## config.mk

```make
export PLATFORM = sky130hd
export DESIGN_NAME = fsled_top
export DESIGN_NICKNAME = d
export VERILOG_FILES = /design/src/include/fsled_pkg.sv /design/src/fsled_top.sv /design/src/fsled_flasher.sv
export VERILOG_INCLUDE_DIRS = /design/src /design/src/include
export SDC_FILE = /design/constraint.sdc
export NUM_CORES = 1
export LEC_CHECK = 0
export BUFFER_PORTS_ARGS = -buffer_cell sky130_fd_sc_hd__buf_4
export CORE_UTILIZATION = 65
export DETAILED_ROUTE_END_ITERATION = 6
export PLACE_DENSITY_LB_ADDON = 0.15
export SETUP_SLACK_MARGIN = 0.02
export SKIP_LAST_GASP = 1
export SLEW_MARGIN = 0
export SYNTH_ARGS = -nofsm -noshare
export SYNTH_HDL_FRONTEND = slang
export SYNTH_SLANG_ARGS = --single-unit
```

## constraint.sdc

```tcl
create_clock -name clk -period 6.1 [get_ports clk]
set_clock_uncertainty 0.05 [all_clocks]
set_input_delay 0.61 -clock clk [delete_from_list [all_inputs] [get_ports clk]]
set_output_delay 0.61 -clock clk [all_outputs]
set_load 0.01 [all_outputs]
```

## src/include/fsled_consts.svh

```systemverilog
/*
 * timing and level constants for the fieldbus status led encoder.
 * assumes a 200 MHz system clock.
 */
`ifndef FSLED_CONSTS_SVH
`define FSLED_CONSTS_SVH
`define FSLED_CLK_HZ 200000000
`define FSLED_TICK_US 1000
`define FSLED_TICK_CYCLES ((`FSLED_CLK_HZ / 1000000) * `FSLED_TICK_US)
`define FSLED_FLASH_ON_TICKS 200
`define FSLED_FLASH_GAP_TICKS 200
`define FSLED_GROUP_PAUSE_TICKS 1000
`define FSLED_BLINK_HALF_TICKS 500
`define FSLED_ALT_HALF_TICKS 500
`define FSLED_PORTS 2
`define FSLED_ACT_STRETCH_TICKS 50
`define FSLED_ACT_BLINK_BIT 2
`endif

```

## src/include/fsled_pkg.sv

```systemverilog
/*
 * types for the fieldbus status led encoder.
 * assumes nothing beyond the tool's package support.
 */
package fsled_pkg;
   typedef enum logic [5:0] {
      FSLED_MOD_OFF = 6'b00_0001,
      FSLED_MOD_RUN = 6'b00_0010,
      FSLED_MOD_DIAG = 6'b00_0100,
      FSLED_MOD_EXC = 6'b00_1000,
      FSLED_MOD_FATAL = 6'b01_0000,
      FSLED_MOD_FWUPD = 6'b10_0000
   } fsled_mod_t;
   typedef enum logic [7:0] {
      FSLED_NET_OFF = 8'b0000_0001,
      FSLED_NET_RUN = 8'b0000_0010,
      FSLED_NET_STOP = 8'b0000_0100,
      FSLED_NET_IDENT = 8'b0000_1000,
      FSLED_NET_FATAL = 8'b0001_0000,
      FSLED_NET_NAME = 8'b0010_0000,
      FSLED_NET_IP = 8'b0100_0000,
      FSLED_NET_CFG = 8'b1000_0000
   } fsled_net_t;
endpackage

```

## src/fsled_top.sv

```systemverilog
/*
 * fieldbus status led encoder: maps card state onto module, network
 * and per-port link leds.
 * assumes all inputs synchronous to clk and state levels held steady.
 */
// What this block does
// two link leds plus four status leds
// module led dark when uninitialised or initialising
// module led steady green when running normally
// module led single green flash on diagnostics
// module led steady red in exception state
// fatal error: module and network leds red
// firmware update alternates module led red/green
// network led dark without controller connection
// network led green when controller connected, running
// single green flash on stop, bad data, sync
// identify request blinks network led green
// fatal error: network red with module red
// no station name: single red flash
// two red no ip, three ident mismatch
// flash timing parameters, fixed condition priority
// controller assigns name before cyclic traffic
`timescale 1ns/1ps
`default_nettype none
`include "fsled_consts.svh"
module fsled_top
   import fsled_pkg::*;
#(
   parameter int TICK_CYCLES = `FSLED_TICK_CYCLES,
   parameter int ON_TICKS = `FSLED_FLASH_ON_TICKS,
   parameter int GAP_TICKS = `FSLED_FLASH_GAP_TICKS,
   parameter int PAUSE_TICKS = `FSLED_GROUP_PAUSE_TICKS,
   parameter int BLINK_TICKS = `FSLED_BLINK_HALF_TICKS,
   parameter int ALT_TICKS = `FSLED_ALT_HALF_TICKS,
   parameter int ACT_TICKS = `FSLED_ACT_STRETCH_TICKS,
   parameter int PORTS = `FSLED_PORTS
) (
   input wire logic clk,
   input wire logic rst,
   input wire logic powered_up,
   input wire logic setup_state,
   input wire logic network_initialising_state,
   input wire logic diag_pending,
   input wire logic exception_state,
   input wire logic major_error,
   input wire logic fw_update,
   input wire logic ctrl_connected,
   input wire logic ctrl_stopped,
   input wire logic io_data_bad,
   input wire logic irt_sync_pending,
   input wire logic identify_req,
   input wire logic name_missing,
   input wire logic ip_missing,
   input wire logic ident_mismatch,
   input wire logic [PORTS-1:0] port_link,
   input wire logic [PORTS-1:0] port_activity,
   output logic mod_green,
   output logic mod_red,
   output logic net_green,
   output logic net_red,
   output logic [PORTS-1:0] link_led
);
   fsled_mod_t mod_r, mod_nxt;
   fsled_net_t net_r, net_nxt;
   logic [31:0] div_r;
   logic tick_r;
   logic [15:0] blink_cnt_r;
   logic blink_r;
   logic [15:0] alt_cnt_r;
   logic alt_r;
   logic [1:0] mod_cnt, net_cnt;
   logic mod_flash, net_flash;
   logic [15:0] act_cnt_r [PORTS];
   logic mod_green_r, mod_red_r, net_green_r, net_red_r;
   logic [PORTS-1:0] link_r;

   function automatic logic [15:0] half_step(input logic [15:0] c, input int lim);
      half_step = (c >= 16'(lim - 1)) ? 16'h0000 : c + 16'h0001;
   endfunction

   // ************************************************
   // tick divider and slow blink sources
   // ************************************************
   always_ff @(posedge clk) begin
      if (rst) begin
         div_r <= 32'h0000_0000;
         tick_r <= 1'b0;
      end else begin
         tick_r <= (div_r >= 32'(TICK_CYCLES - 1));
         div_r <= (div_r >= 32'(TICK_CYCLES - 1)) ? 32'h0000_0000 : div_r + 32'h0000_0001;
      end
   end

   always_ff @(posedge clk) begin
      if (rst || net_r != FSLED_NET_IDENT) begin
         blink_cnt_r <= 16'h0000;
         blink_r <= 1'b1;
      end else if (tick_r) begin
         blink_cnt_r <= half_step(blink_cnt_r, BLINK_TICKS);
         if (blink_cnt_r >= 16'(BLINK_TICKS - 1)) begin
            blink_r <= ~blink_r;
         end
      end
   end

   always_ff @(posedge clk) begin
      if (rst || mod_r != FSLED_MOD_FWUPD) begin
         alt_cnt_r <= 16'h0000;
         alt_r <= 1'b0;
      end else if (tick_r) begin
         alt_cnt_r <= half_step(alt_cnt_r, ALT_TICKS);
         if (alt_cnt_r >= 16'(ALT_TICKS - 1)) begin
            alt_r <= ~alt_r;
         end
      end
   end

   // ************************************************
   // state selection with fixed priority
   // ************************************************
   always_comb begin
      if (!powered_up) begin
         mod_nxt = FSLED_MOD_OFF;
      end else if (major_error) begin
         mod_nxt = FSLED_MOD_FATAL;
      end else if (fw_update) begin
         mod_nxt = FSLED_MOD_FWUPD;
      end else if (exception_state) begin
         mod_nxt = FSLED_MOD_EXC;
      end else if (setup_state || network_initialising_state) begin
         mod_nxt = FSLED_MOD_OFF;
      end else if (diag_pending) begin
         mod_nxt = FSLED_MOD_DIAG;
      end else begin
         mod_nxt = FSLED_MOD_RUN;
      end
   end

   always_comb begin
      if (!powered_up) begin
         net_nxt = FSLED_NET_OFF;
      end else if (major_error) begin
         net_nxt = FSLED_NET_FATAL;
      end else if (identify_req) begin
         net_nxt = FSLED_NET_IDENT;
      end else if (ident_mismatch) begin
         net_nxt = FSLED_NET_CFG;
      end else if (ip_missing) begin
         net_nxt = FSLED_NET_IP;
      end else if (name_missing) begin
         net_nxt = FSLED_NET_NAME;
      end else if (!ctrl_connected) begin
         net_nxt = FSLED_NET_OFF;
      end else if (ctrl_stopped || io_data_bad || irt_sync_pending) begin
         net_nxt = FSLED_NET_STOP;
      end else begin
         net_nxt = FSLED_NET_RUN;
      end
   end

   always_ff @(posedge clk) begin
      if (rst) begin
         mod_r <= FSLED_MOD_OFF;
         net_r <= FSLED_NET_OFF;
      end else begin
         mod_r <= mod_nxt;
         net_r <= net_nxt;
      end
   end

   // ************************************************
   // flash group generators
   // ************************************************
   always_comb begin
      mod_cnt = (mod_r == FSLED_MOD_DIAG) ? 2'h1 : 2'h0;
      case (net_r)
         FSLED_NET_STOP: net_cnt = 2'h1;
         FSLED_NET_NAME: net_cnt = 2'h1;
         FSLED_NET_IP: net_cnt = 2'h2;
         FSLED_NET_CFG: net_cnt = 2'h3;
         default: net_cnt = 2'h0;
      endcase
   end

   fsled_flasher #(.ON_TICKS(ON_TICKS), .GAP_TICKS(GAP_TICKS), .PAUSE_TICKS(PAUSE_TICKS))
   u_mod_flash (.clk(clk), .rst(rst), .tick(tick_r), .count(mod_cnt), .lit(mod_flash));

   fsled_flasher #(.ON_TICKS(ON_TICKS), .GAP_TICKS(GAP_TICKS), .PAUSE_TICKS(PAUSE_TICKS))
   u_net_flash (.clk(clk), .rst(rst), .tick(tick_r), .count(net_cnt), .lit(net_flash));

   // ************************************************
   // led drivers
   // ************************************************
   always_ff @(posedge clk) begin
      if (rst) begin
         mod_green_r <= 1'b0;
         mod_red_r <= 1'b0;
      end else begin
         case (mod_r)
            FSLED_MOD_OFF: begin
               mod_green_r <= 1'b0;
               mod_red_r <= 1'b0;
            end
            FSLED_MOD_RUN: begin
               mod_green_r <= 1'b1;
               mod_red_r <= 1'b0;
            end
            FSLED_MOD_DIAG: begin
               mod_green_r <= mod_flash;
               mod_red_r <= 1'b0;
            end
            FSLED_MOD_EXC, FSLED_MOD_FATAL: begin
               mod_green_r <= 1'b0;
               mod_red_r <= 1'b1;
            end
            FSLED_MOD_FWUPD: begin
               mod_green_r <= alt_r;
               mod_red_r <= ~alt_r;
            end
            default: begin
               mod_green_r <= 1'b0;
               mod_red_r <= 1'b0;
            end
         endcase
      end
   end

   always_ff @(posedge clk) begin
      if (rst) begin
         net_green_r <= 1'b0;
         net_red_r <= 1'b0;
      end else begin
         case (net_r)
            FSLED_NET_OFF: begin
               net_green_r <= 1'b0;
               net_red_r <= 1'b0;
            end
            FSLED_NET_RUN: begin
               net_green_r <= 1'b1;
               net_red_r <= 1'b0;
            end
            FSLED_NET_STOP: begin
               net_green_r <= net_flash;
               net_red_r <= 1'b0;
            end
            FSLED_NET_IDENT: begin
               net_green_r <= blink_r;
               net_red_r <= 1'b0;
            end
            FSLED_NET_FATAL: begin
               net_green_r <= 1'b0;
               net_red_r <= 1'b1;
            end
            FSLED_NET_NAME, FSLED_NET_IP, FSLED_NET_CFG: begin
               net_green_r <= 1'b0;
               net_red_r <= net_flash;
            end
            default: begin
               net_green_r <= 1'b0;
               net_red_r <= 1'b0;
            end
         endcase
      end
   end

   // per-port link leds: on with link, blinking while the activity stretch counts down after activity
   always_ff @(posedge clk) begin
      for (int p = 0; p < PORTS; p++) begin
         if (rst) begin
            act_cnt_r[p] <= 16'h0000;
            link_r[p] <= 1'b0;
         end else begin
            if (port_activity[p]) begin
               act_cnt_r[p] <= 16'(ACT_TICKS);
            end else if (tick_r && act_cnt_r[p] != 16'h0000) begin
               act_cnt_r[p] <= act_cnt_r[p] - 16'h0001;
            end
            link_r[p] <= port_link[p] &&
               (act_cnt_r[p] == 16'h0000 || act_cnt_r[p][`FSLED_ACT_BLINK_BIT]);
         end
      end
   end

   assign mod_green = mod_green_r;
   assign mod_red = mod_red_r;
   assign net_green = net_green_r;
   assign net_red = net_red_r;
   assign link_led = link_r;
endmodule // fsled_top
`default_nettype wire

```

## src/fsled_flasher.sv

```systemverilog
/*
 * flash group generator: repeats a group of n flashes then a pause.
 * assumes a one-cycle tick enable from the parent.
 */
`timescale 1ns/1ps
`default_nettype none
`include "fsled_consts.svh"
module fsled_flasher #(
   parameter int ON_TICKS = `FSLED_FLASH_ON_TICKS,
   parameter int GAP_TICKS = `FSLED_FLASH_GAP_TICKS,
   parameter int PAUSE_TICKS = `FSLED_GROUP_PAUSE_TICKS
) (
   input wire logic clk,
   input wire logic rst,
   input wire logic tick,
   input wire logic [1:0] count,
   output logic lit
);
   logic [15:0] t_r;
   logic [1:0] n_r;
   logic on_r;
   // ************************************************
   // flash sequencing
   // ************************************************
   always_ff @(posedge clk) begin
      if (rst || count == 2'h0) begin
         t_r <= 16'h0000;
         n_r <= 2'h0;
         on_r <= 1'b0;
      end else if (tick) begin
         if (on_r) begin
            if (t_r >= 16'(ON_TICKS - 1)) begin
               on_r <= 1'b0;
               n_r <= n_r + 2'h1;
               t_r <= 16'h0000;
            end else begin
               t_r <= t_r + 16'h0001;
            end
         end else if (n_r >= count) begin
            if (t_r >= 16'(PAUSE_TICKS - 1)) begin
               n_r <= 2'h0;
               t_r <= 16'h0000;
            end else begin
               t_r <= t_r + 16'h0001;
            end
         end else if (n_r == 2'h0 || t_r >= 16'(GAP_TICKS - 1)) begin
            on_r <= 1'b1;
            t_r <= 16'h0000;
         end else begin
            t_r <= t_r + 16'h0001;
         end
      end
   end
   assign lit = on_r;
endmodule // fsled_flasher
`default_nettype wire

```

# [Word-level counts from Yosys, hierarchy flattened]
# Memories as Yosys holds them, arrays and structs flattened.
# Cells that the tools add are included.
[op_classes] addsub=9 n_lt_le_gt_ge=9 eq_ne=16 n_mux=66 bitwise_logic=8 n_reduce_logical=43
[ops] cell="16-bit two-way mux" n=16
[ops] cell="16-bit by 1-bit adder with 16-bit output, second input constant" n=4
[ops] cell="32-bit by 1-bit adder with 32-bit output, second input constant" n=1
[ops] cell="16-bit by 10-bit greater-or-equal comparator with 1-bit output, second input constant" n=2
[ops] cell="16-bit by 8-bit greater-or-equal comparator with 1-bit output, second input constant" n=2
[ops] cell="16-bit by 9-bit greater-or-equal comparator with 1-bit output, second input constant" n=2
[ops] cell="32-bit by 18-bit greater-or-equal comparator with 1-bit output, second input constant" n=1
[ops] cell="16-bit zero test" n=2
[ops] cell="16-bit nonzero test" n=2
[ops] cell="16-bit by 1-bit subtractor with 16-bit output, second input constant" n=2
[ops] cell="1-bit two-way mux" n=25
[ops] cell="2-bit two-way mux" n=8
[ops] cell="5-bit two-way mux" n=3
[ops] cell="3-bit two-way mux" n=4
[ops] cell="6-bit two-way mux" n=2
[ops] cell="6-bit OR reduction" n=2
[ops] cell="1-bit logical OR" n=11
[ops] cell="8-bit by 2-bit equality test with 1-bit output, second input constant" n=1
[ops] cell="8-bit by 3-bit equality test with 1-bit output, second input constant" n=1
[ops] cell="8-bit by 4-bit equality test with 1-bit output, second input constant" n=1
[ops] cell="8-bit by 5-bit equality test with 1-bit output, second input constant" n=1
[ops] cell="8-bit by 6-bit equality test with 1-bit output, second input constant" n=1
[ops] cell="8-bit by 7-bit equality test with 1-bit output, second input constant" n=1
[ops] cell="8-bit equality test, second input constant" n=1
[ops] cell="other kinds (29)" n=55
[totals] reg_bits=125 ram_bits=32 input_bits=21 mem_count=1
[memory_table] memory="act_cnt_r" words=2 word_bits=16 rd=2 rd_clocked_by_memory_dff=0 wr=2 line_no="fsled_top.sv:73" text="logic [15:0] act_cnt_r [PORTS];"

# [Logic depth before layout (Yosys ltp)]
# Gate-level depths: netlist (run 1).
[logic_depth] ltp_word=9 ltp_mapped=13 mapped_depth_nobuf=10

# [Modules after synthesis]
# A second synthesis (run 1) with hierarchy kept.
[hier_totals] cells_unflattened=774 hier_area_um2=7362.1
[by_module_without_submodules] module="fsled_top" instances=1 cells_each=536 area_each_um2=5237.5 seq_area_each_um2=2682.6
[by_module_without_submodules] module="fsled_flasher" instances=2 cells_each=119 area_each_um2=1062.3 seq_area_each_um2=380.4

# [Least setup slack after synthesis (run 1)]
# No wires, ideal clock.
[synth_timing] path_kind="register to register" start="register net_r[1]" end="register u_net_flash.t_r[10]" arrival_ns=2.514 required_time_ns=5.972 path_slack_ns=3.459 stages_incl_launch_ff=11 path_buffers=2 period_less_slack_ns=2.641 cell_sequence="dfxtp_1 -> or4_1 -> or4_1 -> ha_1 -> a21oi_1 -> o21a_1 -> a21oi_2 -> and2_1 -> buf_6 -> buf_6 -> nor3_1"
[synth_via] elab_chain_cells=6 word_cells_on_any_way=11 cone_classes="order compare: 1; eq/ne: 4; mux: 3; reduce/logical: 3"
[synth_lines] element="start, declared" line_no="fsled_top.sv:64" text="fsled_net_t net_r, net_nxt;"
[synth_lines] element="start signal, assigned" line_no="fsled_top.sv:167" text="net_r <= net_nxt;"
[synth_lines] element="8-bit by 6-bit equality test with 1-bit output or 8-bit by 3-bit equality test with 1-bit output (tied branches)" line_no="fsled_top.sv:176" text="case (net_r)"
[synth_lines] element="2-bit OR reduction (no line)"
[synth_lines] element="2-bit one-hot mux with 3 select lines (*)" line_no="fsled_top.sv:176"
[synth_lines] element="2-bit greater-or-equal comparator" line_no="fsled_flasher.sv:39" text="end else if (n_r >= count) begin"
[synth_lines] element="16-bit two-way mux" line_no="fsled_flasher.sv:39"
[synth_lines] element="16-bit two-way mux" line_no="fsled_flasher.sv:31" text="if (on_r) begin"
[synth_lines] element="end signal, assigned" line_no="fsled_flasher.sv:37" text="t_r <= t_r + 16'h0001;"
[synth_lines] element="end signal, assigned" line_no="fsled_flasher.sv:44" text="t_r <= t_r + 16'h0001;"
[synth_lines] element="end signal, assigned" line_no="fsled_flasher.sv:50" text="t_r <= t_r + 16'h0001;"
[synth_lines] element="end, declared" line_no="fsled_flasher.sv:19" text="logic [15:0] t_r;"
# Every way passes the cells marked *; elsewhere a longest branch is shown, timed or not.
# A chain may end at the register's enable or synchronous reset.

# [Final worst setup path (run 1)]
[layout_timing] start="register net_r[1]" end="register u_net_flash.t_r[3]"
# The elaborated chain is that of the path after synthesis.

==> results of run 1 <==
## layer usage
layer  wire [microns]  up-vias  global-route usage
met2             6915       89              0.4638
met3              385       20             0.05875
li1                 -     2697                   -
met5                0        -                   0
met1             5864     2581              0.2908
met4              205        0              0.1036
## synth_stat cells (all sizes together) (2+ instances only)
cell type  number  area, sq um
nand2b          6        37.54
buf            10        68.82
a21oi          23        118.9
edfxtp         32        960.9
nor4           18        112.6
or4            11        86.33
ha             13        162.7
nand3          25        125.1
dfxtp         124         2482
o21ai          18        93.84
and4            4        35.03
o311a           2        20.02
a31oi           6        37.54
nand3b          6        45.04
clkbuf         10        37.54
o32ai           2        17.52
and3           15        93.84
nor2b           6        37.54
nor3           36        185.2
or3             3        18.77
or3b            2        17.52
nor4b           5        50.04
nand4          22        137.6
and2            9        56.30
inv            21        78.83
a211oi          3        22.52
o31ai           3        22.52
a22oi           2        15.01
nor2          136        510.5
xor2           51        446.7
or2             3        18.77
nor3b           7        52.55
mux2i           3        30.03
nand2          58        217.7
o21a            2        15.01
o211ai          3        22.52
xnor2          40        350.3
## cell type report
class | count | area share
Timing Repair Buffer | 27 | 0.02569
Clock buffer | 22 | 0.06548
Multi-Input combinational cell | 569 | 0.4283
Inverter | 21 | 0.009989
Sequential cell | 156 | 0.4363
Tap cell | 136 | 0.02156
Clock inverter | 10 | 0.01268
## worst paths after layout
path,startpoint,endpoint,slack (ns),depth (start not counted)
worst max register to register,net_r[1]$_SDFF_PP0_,u_net_flash.t_r[3]$_SDFFE_PP0P_,3.19,8
worst min-delay path,diag_pending,mod_r[1]$_SDFF_PP0_,0.20,2
worst min register to register,alt_cnt_r[15]$_SDFFE_PP0P_,alt_cnt_r[15]$_SDFFE_PP0P_,0.43,2
worst max-delay path,net_r[1]$_SDFF_PP0_,u_net_flash.t_r[3]$_SDFFE_PP0P_,3.19,8
## power groups by stage
stage          logic (uW)  registers, uW  clock network, uW
2_1_floorplan        87.0           1120                  0
3_3_place_gp          112           1120                  0
3_5_place_dp          118           1120                  0
4_1_cts               121           1100               1070
5_1_grt               134           1100               1110
6_report              122           1100               1050
## stage by stage
step                      power, uW  hold WS [ns]
final                          2274        0.1976
after global routing           2349        0.1747
after CTS                      2290        0.1767
after detailed placement       1242        0.4147
after global placement         1234        0.3974
after floorplan                1205        0.3833
## cell families after synthesis
family,synth area share
xor gates and xnor gates,0.1145
DFF,0.4948
and+or+nand+nor,0.2656
AOI/OAI and AO/OA,0.06868
buffers and inverters,0.02661
adders and majority gates,0.02337
other,0.0005389
muxes,0.005933
## worst max-delay path, stage by stage (launching register included)
cell and delay, ns:
sky130_fd_sc_hd__dfxtp_1 0.33, sky130_fd_sc_hd__or4_1 0.58, sky130_fd_sc_hd__or4_1 0.43, sky130_fd_sc_hd__ha_1 0.31, sky130_fd_sc_hd__a21oi_1 0.20, sky130_fd_sc_hd__o21ai_2 0.11
sky130_fd_sc_hd__a21oi_2 0.19, sky130_fd_sc_hd__and2_1 0.46, sky130_fd_sc_hd__nor3_1 0.11
## flip-flops by register name, summed over array words and instances (netlist names), 2 cells and up
signal / count
act_cnt_r: 32
div_r: 32
alt_cnt_r: 16
blink_cnt_r: 16
u_mod_flash.t_r: 16
u_net_flash.t_r: 16
net_r: 7
mod_r: 6
link_led: 2
u_mod_flash.n_r: 2
u_net_flash.n_r: 2
==> qor.tcl, run 1 <==
set qor(cts_tree) {yes}
set qor(power_switching_uw) 502.6
set qor(syn-instance-count) 753
set qor(grt_first_pass_wirelength_microns) 22830
set qor(power_frac_seq) 0.485
set qor(share_comb_of_total_power) 0.054
set qor(ys_seq_area_frac) 0.4948
set qor(area_growth_pct) 13.39
set qor(post_route_cells_drive_above_1_share) 0.08696
set qor(grt_max_degree) 39
set qor(placement.setup.worst_slack_ns) 3.211
set qor(cell_internal_pwr_uw) 1771
set qor(cts-resized-gates) 0
set qor(final_non_filler_cells) 941
set qor(synth_area_per_cell_sq_um) 9.242
set qor(report.final.setup_viol) 0
set qor(grt_setup_unrepaired) {no}
set qor(gp_congestion) 0.8459
set qor(cp.arrival_ns) 3.24
set qor(clkSlewWorstSetupHoldPaths_ns) 0.06
set qor(startpoint_type) {flip-flop}
set qor(detail_route.vias_per_cell) 5.725
set qor(worst-path-max-fanout) 14
set qor(port_buffers) 26
set qor(syn_warnings) 0
set qor(sequential_cell_area_sq_um) 3443
set qor(die_height_microns) 105.5
set qor(cts_post_setup_buffers_inserted) 0
set qor(dr.first_iter.drc_count) 275
set qor(synth_top_flop_cell) {sky130_fd_sc_hd__dfxtp_1}
set qor(clock_sinks) 156
set qor(power_switching_share) 0.2211
set qor(design.die.area_sq_um) 11120
set qor(placement.cell_area_sq_um) 7274
set qor(drcViolationCount) 0
set qor(initial_utilization) 0.6711
set qor(final_instance_area_sq_um) 7891
set qor(synth.distinct_cells) 59
set qor(layout.nets) 826
set qor(dr.pass1.iters) 6
set qor(fin_crit_sh) 0.4778
set qor(tightestPinTransition_ns) 0.8468
set qor(core.rowCount) 37
set qor(power.ir.vdd_worst_uv) 366.4
set qor(synth_enable_flop_cells) 32
set qor(multi_input_comb_area_sq_um) 3379
set qor(report.final.hold_viol_count) 0
set qor(cts-root-to-sink-buffers) 2
set qor(timing.critical_path.required_ns) 6.43
set qor(htreeDepth) 4
set qor(drtAntennaViolNets) 0
set qor(pin_count) 27
set qor(antenna_violations_before_repair) 0
set qor(power_density_nw_per_um2) 288.1
set qor(finish.utilization) 0.7610
set qor(totalWireLength_microns) 13370
set qor(num_antenna_cells) 0
set qor(layout.cells.most_common) {sky130_fd_sc_hd__nor2_1}
set qor(worst_hold_path_type) {input port to flip-flop}
set qor(ys_ff_latch) 156
set qor(worstSetupPathType) {flip-flop to flip-flop}
set qor(groute.usage.overall) 0.2566
set qor(maxCapViolations) 0
set qor(maxSlewHeadroom) 0.4302
set qor(overflow) 0
set qor(run_status) {complete, no violations}
set qor(synth-async-reset-ratio) 0
set qor(route.vias.total) 5387
set qor(max_clock_freq_ghz) 0.3431
set qor(syn-cell-area_sq_um) 6959
set qor(dp_cells) 909
set qor(clkPwrFrac) 0.462
set qor(wire_length_per_cell_after_detailed_routing_microns) 14.21
set qor(setup_tns_ns) 0
set qor(fp.coreArea_sq_um) 10370
set qor(report.final.slew_viol_count) 0
set qor(leak_pwr_uw) 0.002811
set qor(grt_pass1_vias) 5253
set qor(postLayoutSetupSlackWorst_ns) 3.185
set qor(half_perimeter_wire_length_after_placement_microns) 9180
set qor(die-width_microns) 105.5
set qor(top_library_cells_by_usage_in_the_layout_fill_and_taps_aside) {sky130_fd_sc_hd__nor2_1, sky130_fd_sc_hd__dfxtp_1, sky130_fd_sc_hd__nand2_1}
set qor(cts-buffers-inserted) 17
set qor(finalCriticalPeriod_ns) 2.915
set qor(cts_root_buffer) {sky130_fd_sc_hd__clkbuf_8}
set qor(crit_path_end_kind) {flip-flop}
set qor(clkLatencyLatePin_ns) 0.53
set qor(cts.hold.buffers_added) 0
set qor(final.fill_count) 692
(Power assumes the default switching activity.)
==> run 2, diff against run 1 <==
- CORE_UTILIZATION: 65 -> 55
- clock period: 6.1 -> 2.67 ns (I/O delays scaled with it)
==> run 2 against run 1 <==
Design area up 4.6%. Sequential power is 130% higher. First-iteration DRC count up 3.3%. Largest power group unchanged. Highest routed layer unchanged.
==> qor.tcl, run 2 (same netlist as run 1, synthesis figures left out) <==
set qor(grt_first_pass_wirelength_microns) 22650 ;# -0.79%
set qor(placement.setup.worst_slack_ns) -0.1819 ;# -3.393 ns
set qor(report.final.slew_viol_count) 0 ;# unchanged
set qor(fp.coreArea_sq_um) 12160 ;# +17%
set qor(finish.utilization) 0.6786 ;# -0.08238
set qor(run_status) {complete, no violations}
set qor(hold_path.startpoint) {ctrl_connected}
set qor(core.rowCount) 40 ;# +8.1%
set qor(clock_sinks) 156 ;# unchanged
set qor(final.fill_count) 958 ;# +38%
set qor(cts-buffers-inserted) 17 ;# unchanged
set qor(port_buffers) 26 ;# unchanged
set qor(highest_layer) {met4}
set qor(crit-reg2reg-launch) {net_r[1]$_SDFF_PP0_}
set qor(power.ir.vdd_worst_uv) 760.7 ;# +110%
set qor(design.die.area_sq_um) 13110 ;# +18%
set qor(leading_registers_by_flop_count) {act_cnt_r: 32 flops, div_r: 32 flops}
set qor(power_density_nw_per_um2) 643.6 ;# +120%
set qor(power_switching_uw) 1115 ;# +120%
set qor(gp_congestion) 0.7782 ;# -8.0%
set qor(crit_path_end_kind) {flip-flop}
set qor(route.vias.total) 5451 ;# +1.2%
set qor(report.final.setup_viol) 0 ;# unchanged
set qor(cts-root-to-sink-buffers) 2 ;# unchanged
set qor(startpoint_type) {flip-flop}
set qor(cp.arrival_ns) 2.76 ;# -0.48 ns
set qor(setup_tns_ns) 0 ;# unchanged
set qor(placement.cell_area_sq_um) 7450 ;# +2.4%
set qor(met3WireLength_microns) 493 ;# +28%
set qor(maxSlewHeadroom) 0.5085 ;# +0.07829
set qor(max_stage_delay_cell_worst_path) {sky130_fd_sc_hd__or4_4}
set qor(groute.usage.overall) 0.2188 ;# -0.03779
set qor(share_comb_of_total_power) 0.057 ;# +0.003
set qor(layout.nets) 855 ;# +3.5%
set qor(cts_post_setup_buffers_inserted) 0 ;# unchanged
set qor(maxCapViolations) 0 ;# unchanged
set qor(dr.first_iter.drc_count) 284 ;# +3.3%
set qor(htreeDepth) 4 ;# unchanged
set qor(crit_path_start) {net_r[1]$_SDFF_PP0_}
set qor(critPathMaxStageDelay_ns) 0.55 ;# -0.03 ns
set qor(fin_crit_sh) 0.9528 ;# +0.4750
set qor(postLayoutSetupSlackWorst_ns) 0.1260 ;# -3.059 ns
set qor(leak_pwr_uw) 0.002990 ;# +6.3%
set qor(power_switching_share) 0.2100 ;# -0.01105
set qor(power_frac_seq) 0.474 ;# -0.011
set qor(hold-worst-slack_ns) 0.01888 ;# -0.1788 ns
set qor(final_instance_area_sq_um) 8253 ;# +4.6%
set qor(top_library_cells_by_usage_in_the_layout_fill_and_taps_aside) {sky130_fd_sc_hd__nor2_1, sky130_fd_sc_hd__dfxtp_1, sky130_fd_sc_hd__nand2_1}
set qor(dr.pass1.iters) 5 ;# -1
set qor(num_antenna_cells) 0 ;# unchanged
set qor(pin_count) 27 ;# unchanged
set qor(wire_length_per_cell_after_detailed_routing_microns) 13.62 ;# -4.1%
set qor(clkPwrFrac) 0.469 ;# +0.007
set qor(die_height_microns) 114.5 ;# +8.5%
set qor(worst-path-max-fanout) 7 ;# -7
set qor(cts_tree) {yes}
set qor(max_clock_freq_ghz) 0.3931 ;# +15%
set qor(drcViolationCount) 0 ;# unchanged
set qor(crit_chain) {or4_4, or4_4, ha_4, a21oi_2, o21a_1, a21oi_2, and2_4, nor3_1}
set qor(post_route_cells_drive_above_1_share) 0.1211 ;# +0.03415
set qor(report.final.hold_viol_count) 0 ;# unchanged
set qor(wirelength_met1_microns) 6065 ;# +3.4%
set qor(worstSetupPathType) {flip-flop to flip-flop}
set qor(worst_hold_path_type) {input port to flip-flop}
set qor(totalWireLength_microns) 13650 ;# +2.1%
set qor(initial_utilization) 0.5722 ;# -0.09887
set qor(cell_internal_pwr_uw) 4196 ;# +140%
set qor(tightestPinTransition_ns) 0.7372 ;# -0.1096 ns
set qor(clkLatencyLatePin_ns) 0.42 ;# -0.11 ns
set qor(clkSlewWorstSetupHoldPaths_ns) 0.06 ;# about the same
set qor(cts_root_buffer) {sky130_fd_sc_hd__clkbuf_16}
set qor(die-width_microns) 114.5 ;# +8.5%
set qor(antenna_violations_before_repair) 0 ;# unchanged
set qor(dr_wl_met2_microns) 6888 ;# -0.39%
set qor(detail_route.vias_per_cell) 5.440 ;# -5.0%
set qor(half_perimeter_wire_length_after_placement_microns) 9149 ;# -0.33%
set qor(area_growth_pct) 18.59
set qor(grt_pass1_vias) 5244 ;# -0.17%
set qor(timing.critical_path.required_ns) 2.89 ;# -3.54 ns
set qor(grt_setup_unrepaired) {no}
set qor(grt_max_degree) 20 ;# -49%
set qor(overflow) 0 ;# unchanged
set qor(finalCriticalPeriod_ns) 2.544 ;# -0.3708 ns
set qor(drtAntennaViolNets) 0 ;# unchanged
set qor(layout.cells.most_common) {sky130_fd_sc_hd__nor2_1}
==> run 2: cell count changes in the layout (fill, tap and decap cells not counted), sizes merged <==
cell / previous run / this run
clkinv: 3 / 6
bufinv: 1 / 2
dlygate4sd3: 0 / 9
buf: 27 / 45
clkinvlp: 5 / 1
and2: 9 / 10
a21o: 1 / 2
==> run 2: per-stage QoR <==
step	instances	total power (uW)
after floorplan	766	2753
after global placement	959	2843
after detailed placement	959	2851
after CTS	1000	5356
after global routing	1002	5488
final	1002	5311
==> run 2: worst max-delay path, delay by kind of cell (launching register included) <==
kind | cells | cell delay, ns
AND/OR/NAND/NOR | 4 | 1.30
AO/OA/AOI/OAI | 3 | 0.45
flip-flops | 1 | 0.32
adder cells (fa/ha/maj) | 1 | 0.28
==> run 2: power by group through the flow <==
stage / logic (uW) / clock network, uW / registers, uW
floorplan: 199 / 0 / 2550
global placement: 279 / 0 / 2560
detailed placement: 283 / 0 / 2570
CTS: 296 / 2540 / 2520
global route: 335 / 2630 / 2530
finish: 301 / 2490 / 2520
==> run 2: worst paths after layout <==
kind                                     end  slack (ns)  cells past startpoint
max          u_net_flash.t_r[8]$_SDFFE_PP0P_        0.13                      8
max reg2reg  u_net_flash.t_r[8]$_SDFFE_PP0P_        0.13                      8
min reg2reg       alt_cnt_r[15]$_SDFFE_PP0P_        0.43                      2
min                      net_r[0]$_SDFF_PP1_        0.02                      2
==> run 2: per-layer routing <==
layer / vias to the layer above / track usage
li1: 2756 / -
met1: 2561 / 0.2523
met2: 112 / 0.3895
met3: 22 / 0.06194
met4: 0 / 0.07273
met5: - / 0
==> run 2: layout make-up <==
class	instances	area, sq um	share of cell area
clock buffer	22	528.0	0.06398
clock inverter	10	103.9	0.01258
inverter	21	78.83	0.009551
multi-input combinational	571	3461	0.4193
sequential	156	3443	0.4172
tap	168	210.2	0.02547
timing repair buffer	54	427.9	0.05185
==> run 2: repair_timing <==
| action | in CTS | in global routing |
|---|---|---|
| gates resized for setup | 3 | 11 |
| hold endpoints to repair | 6 | 0 |
| pin swaps | 0 | 6 |
| endpoints found under the setup margin | 14 | 30 |
| hold buffers | 9 | 0 |
| gates cloned | 0 | 2 |
==> run 3, diff against run 2 <==
--- a/config.mk
+++ b/config.mk
@@ -13,2 +13,3 @@
 export SETUP_SLACK_MARGIN = 0.02
+export SKIP_CTS_REPAIR_TIMING = 1
 export SKIP_LAST_GASP = 1
--- a/constraint.sdc
+++ b/constraint.sdc
@@ -4,2 +4,2 @@
 set_output_delay 0.267 -clock clk [all_outputs]
-set_load 0.01 [all_outputs]
+set_load 0.005 [all_outputs]
==> run 3 against run 2 <==
Wire length shrank 1.3%. Worst hold slack barely moved. First-iteration DRC count is 3.9% lower. Global-route usage decreased by 0.13 points. Power barely moved. Sequential power is essentially flat. Utilization is 0.11 points lower. Critical endpoint unchanged. Highest routed layer unchanged.
==> qor.tcl, run 3 (same netlist as run 1, synthesis figures left out) <==
set qor(run_status) {complete, no violations}
set qor(tightestPinTransition_ns) 0.7375 ;# +0.0003369 ns
set qor(final.fill_count) 959 ;# +0.10%
set qor(drcViolationCount) 0 ;# unchanged
set qor(clkLatencyLatePin_ns) 0.42 ;# about the same
set qor(grt_max_degree) 20 ;# unchanged
set qor(grt_setup_unrepaired) {yes}
set qor(worst_hold_path_type) {input port to flip-flop}
set qor(power.ir.vdd_worst_uv) 760.5 ;# about the same
set qor(antenna_violations_before_repair) 0 ;# unchanged
set qor(worst_case_register_to_register_setup_slack_ns) 0.14 ;# about the same
set qor(die_height_microns) 114.5 ;# unchanged
set qor(design.die.area_sq_um) 13110 ;# unchanged
set qor(timing.critical_path.required_ns) 2.89 ;# about the same
set qor(drtAntennaViolNets) 0 ;# unchanged
set qor(crit_path_end_kind) {flip-flop}
set qor(cts_root_buffer) {sky130_fd_sc_hd__clkbuf_16}
set qor(report.final.hold_viol_count) 0 ;# unchanged
set qor(critPathMaxStageDelay_ns) 0.55 ;# about the same
set qor(initial_utilization) 0.5722 ;# unchanged
set qor(leading_registers_by_flop_count) {act_cnt_r: 32 flops, div_r: 32 flops}
set qor(port_buffers) 26 ;# unchanged
set qor(finalCriticalPeriod_ns) 2.532 ;# -0.01161 ns
set qor(core.rowCount) 40 ;# unchanged
set qor(final_instance_area_sq_um) 8239 ;# -0.17%
set qor(half_perimeter_wire_length_after_placement_microns) 9149 ;# unchanged
set qor(r2r-end) {u_net_flash.t_r[8]$_SDFFE_PP0P_}
set qor(die-width_microns) 114.5 ;# unchanged
set qor(timing.hold.worst_path_depth) 2 ;# unchanged
set qor(maxCapViolations) 0 ;# unchanged
set qor(route.vias.total) 5422 ;# -0.53%
set qor(leak_pwr_uw) 0.002987 ;# about the same
set qor(htreeDepth) 4 ;# unchanged
set qor(cts_tree) {yes}
set qor(startpoint_type) {flip-flop}
set qor(max_clock_freq_ghz) 0.3949 ;# +0.46%
set qor(crit-reg2reg-launch) {net_r[1]$_SDFF_PP0_}
set qor(pin_count) 27 ;# unchanged
set qor(reg2reg_depth) 8 ;# unchanged
set qor(dr.first_iter.drc_count) 273 ;# -3.9%
set qor(crit_chain) {or4_4, or4_4, ha_4, a21oi_2, o21a_1, a21oi_2, and2_4, nor3_1}
set qor(sequential_cell_area_sq_um) 3443 ;# unchanged
set qor(area_growth_pct) 18.39
set qor(layout.nets) 854 ;# -0.12%
set qor(maxSlewHeadroom) 0.5083 ;# about the same
set qor(post_route_cells_drive_above_1_share) 0.1200 ;# -0.001055
set qor(clkSlewWorstSetupHoldPaths_ns) 0.06 ;# about the same
set qor(detail_route.vias_per_cell) 5.417 ;# -0.43%
set qor(placement.cell_area_sq_um) 7450 ;# unchanged
set qor(overflow) 0 ;# unchanged
set qor(groute.usage.overall) 0.2176 ;# -0.001262
set qor(crit_path_start) {net_r[1]$_SDFF_PP0_}
set qor(worstSetupPathType) {flip-flop to flip-flop}
set qor(power_density_nw_per_um2) 644.4 ;# +0.12%
set qor(num_antenna_cells) 0 ;# unchanged
set qor(top_library_cells_by_usage_in_the_layout_fill_and_taps_aside) {sky130_fd_sc_hd__nor2_1, sky130_fd_sc_hd__dfxtp_1, sky130_fd_sc_hd__nand2_1}
set qor(totalWireLength_microns) 13480 ;# -1.3%
set qor(fp.coreArea_sq_um) 12160 ;# unchanged
set qor(layout.cells.most_common) {sky130_fd_sc_hd__nor2_1}
set qor(grt_first_pass_wirelength_microns) 22490 ;# -0.67%
set qor(max_stage_delay_cell_worst_path) {sky130_fd_sc_hd__or4_4}
set qor(finish.utilization) 0.6775 ;# -0.001132
set qor(critPathCapture) {u_net_flash.t_r[8]$_SDFFE_PP0P_}
set qor(report.final.slew_viol_count) 0 ;# unchanged
set qor(clock_sinks) 156 ;# unchanged
set qor(wire_length_per_cell_after_detailed_routing_microns) 13.46 ;# -1.2%
set qor(grt_pass1_vias) 5191 ;# -1.0%
set qor(cp.arrival_ns) 2.75 ;# about the same
set qor(cts-root-to-sink-buffers) 2 ;# unchanged
set qor(worst-path-max-fanout) 7 ;# unchanged
set qor(hold-worst-slack_ns) 0.01860 ;# -0.0002828 ns
set qor(dr.pass1.iters) 5 ;# unchanged
set qor(cts-buffers-inserted) 17 ;# unchanged
set qor(report.final.setup_viol) 0 ;# unchanged
set qor(fin_crit_sh) 0.9484 ;# -0.004350
set qor(gp_congestion) 0.7782 ;# unchanged
set qor(multi_input_comb_area_sq_um) 3447 ;# -0.40%
-- run 3: report_power, final --
part / total (uW) / leakage (uW) / internal (uW) / switching, uW
clock network: 2490 / 0.000317 / 1580 / 908
logic: 299 / 0.00130 / 145 / 153
registers: 2520 / 0.00137 / 2470 / 51.9
total: 5310 / 0.00299 / 4200 / 1110
-- run 3: final cells by class --
type,instances,share of cell area
Multi-Input combinational cell,570,0.4184
Clock inverter,10,0.01260
Tap cell,168,0.02551
Timing Repair Buffer,54,0.05194
Clock buffer,22,0.06409
Inverter,21,0.009567
Sequential cell,156,0.4179
-- run 3: routing by layer --
layer | track usage | share of wire | wire (microns)
met5 | 0 | 0 | 0
met4 | 0.07273 | 0.015 | 199
met3 | 0.06247 | 0.035 | 467
met2 | 0.3863 | 0.50 | 6777
met1 | 0.2509 | 0.45 | 6030
-- run 3: worst max-delay path, delay by kind of cell (launching register included) --
family / cells / cell delay [ns]
fa+ha+maj: 1 / 0.28
simple gates: 4 / 1.29
flops: 1 / 0.31
compound gates: 3 / 0.45
-- run 3: how the worst min path moves through the flow --
stage                    startpoint             endpoint  slack [ns]
finish               ctrl_connected  net_r[0]$_SDFF_PP1_        0.02
floorplan           exception_state  mod_r[2]$_SDFF_PP0_        0.29
global placement       diag_pending  mod_r[1]$_SDFF_PP0_        0.39
CTS                    diag_pending  mod_r[1]$_SDFF_PP0_       -0.06
detailed placement     diag_pending  mod_r[1]$_SDFF_PP0_        0.39
global route         ctrl_connected  net_r[0]$_SDFF_PP1_       0.002
-- run 3: per-stage QoR --
stage | setup TNS [ns] | total power (uW) | instances | setup slack (ns)
2_1_floorplan | 0 | 2753 | 766 | 0.02872
6_report | 0 | 5309 | 1001 | 0.1376
4_1_cts | -2.780 | 5348 | 991 | -0.2134
5_1_grt | 0 | 5487 | 1001 | 0.006766
3_5_place_dp | -2.399 | 2850 | 959 | -0.1819
3_3_place_gp | -1.020 | 2843 | 959 | -0.07421
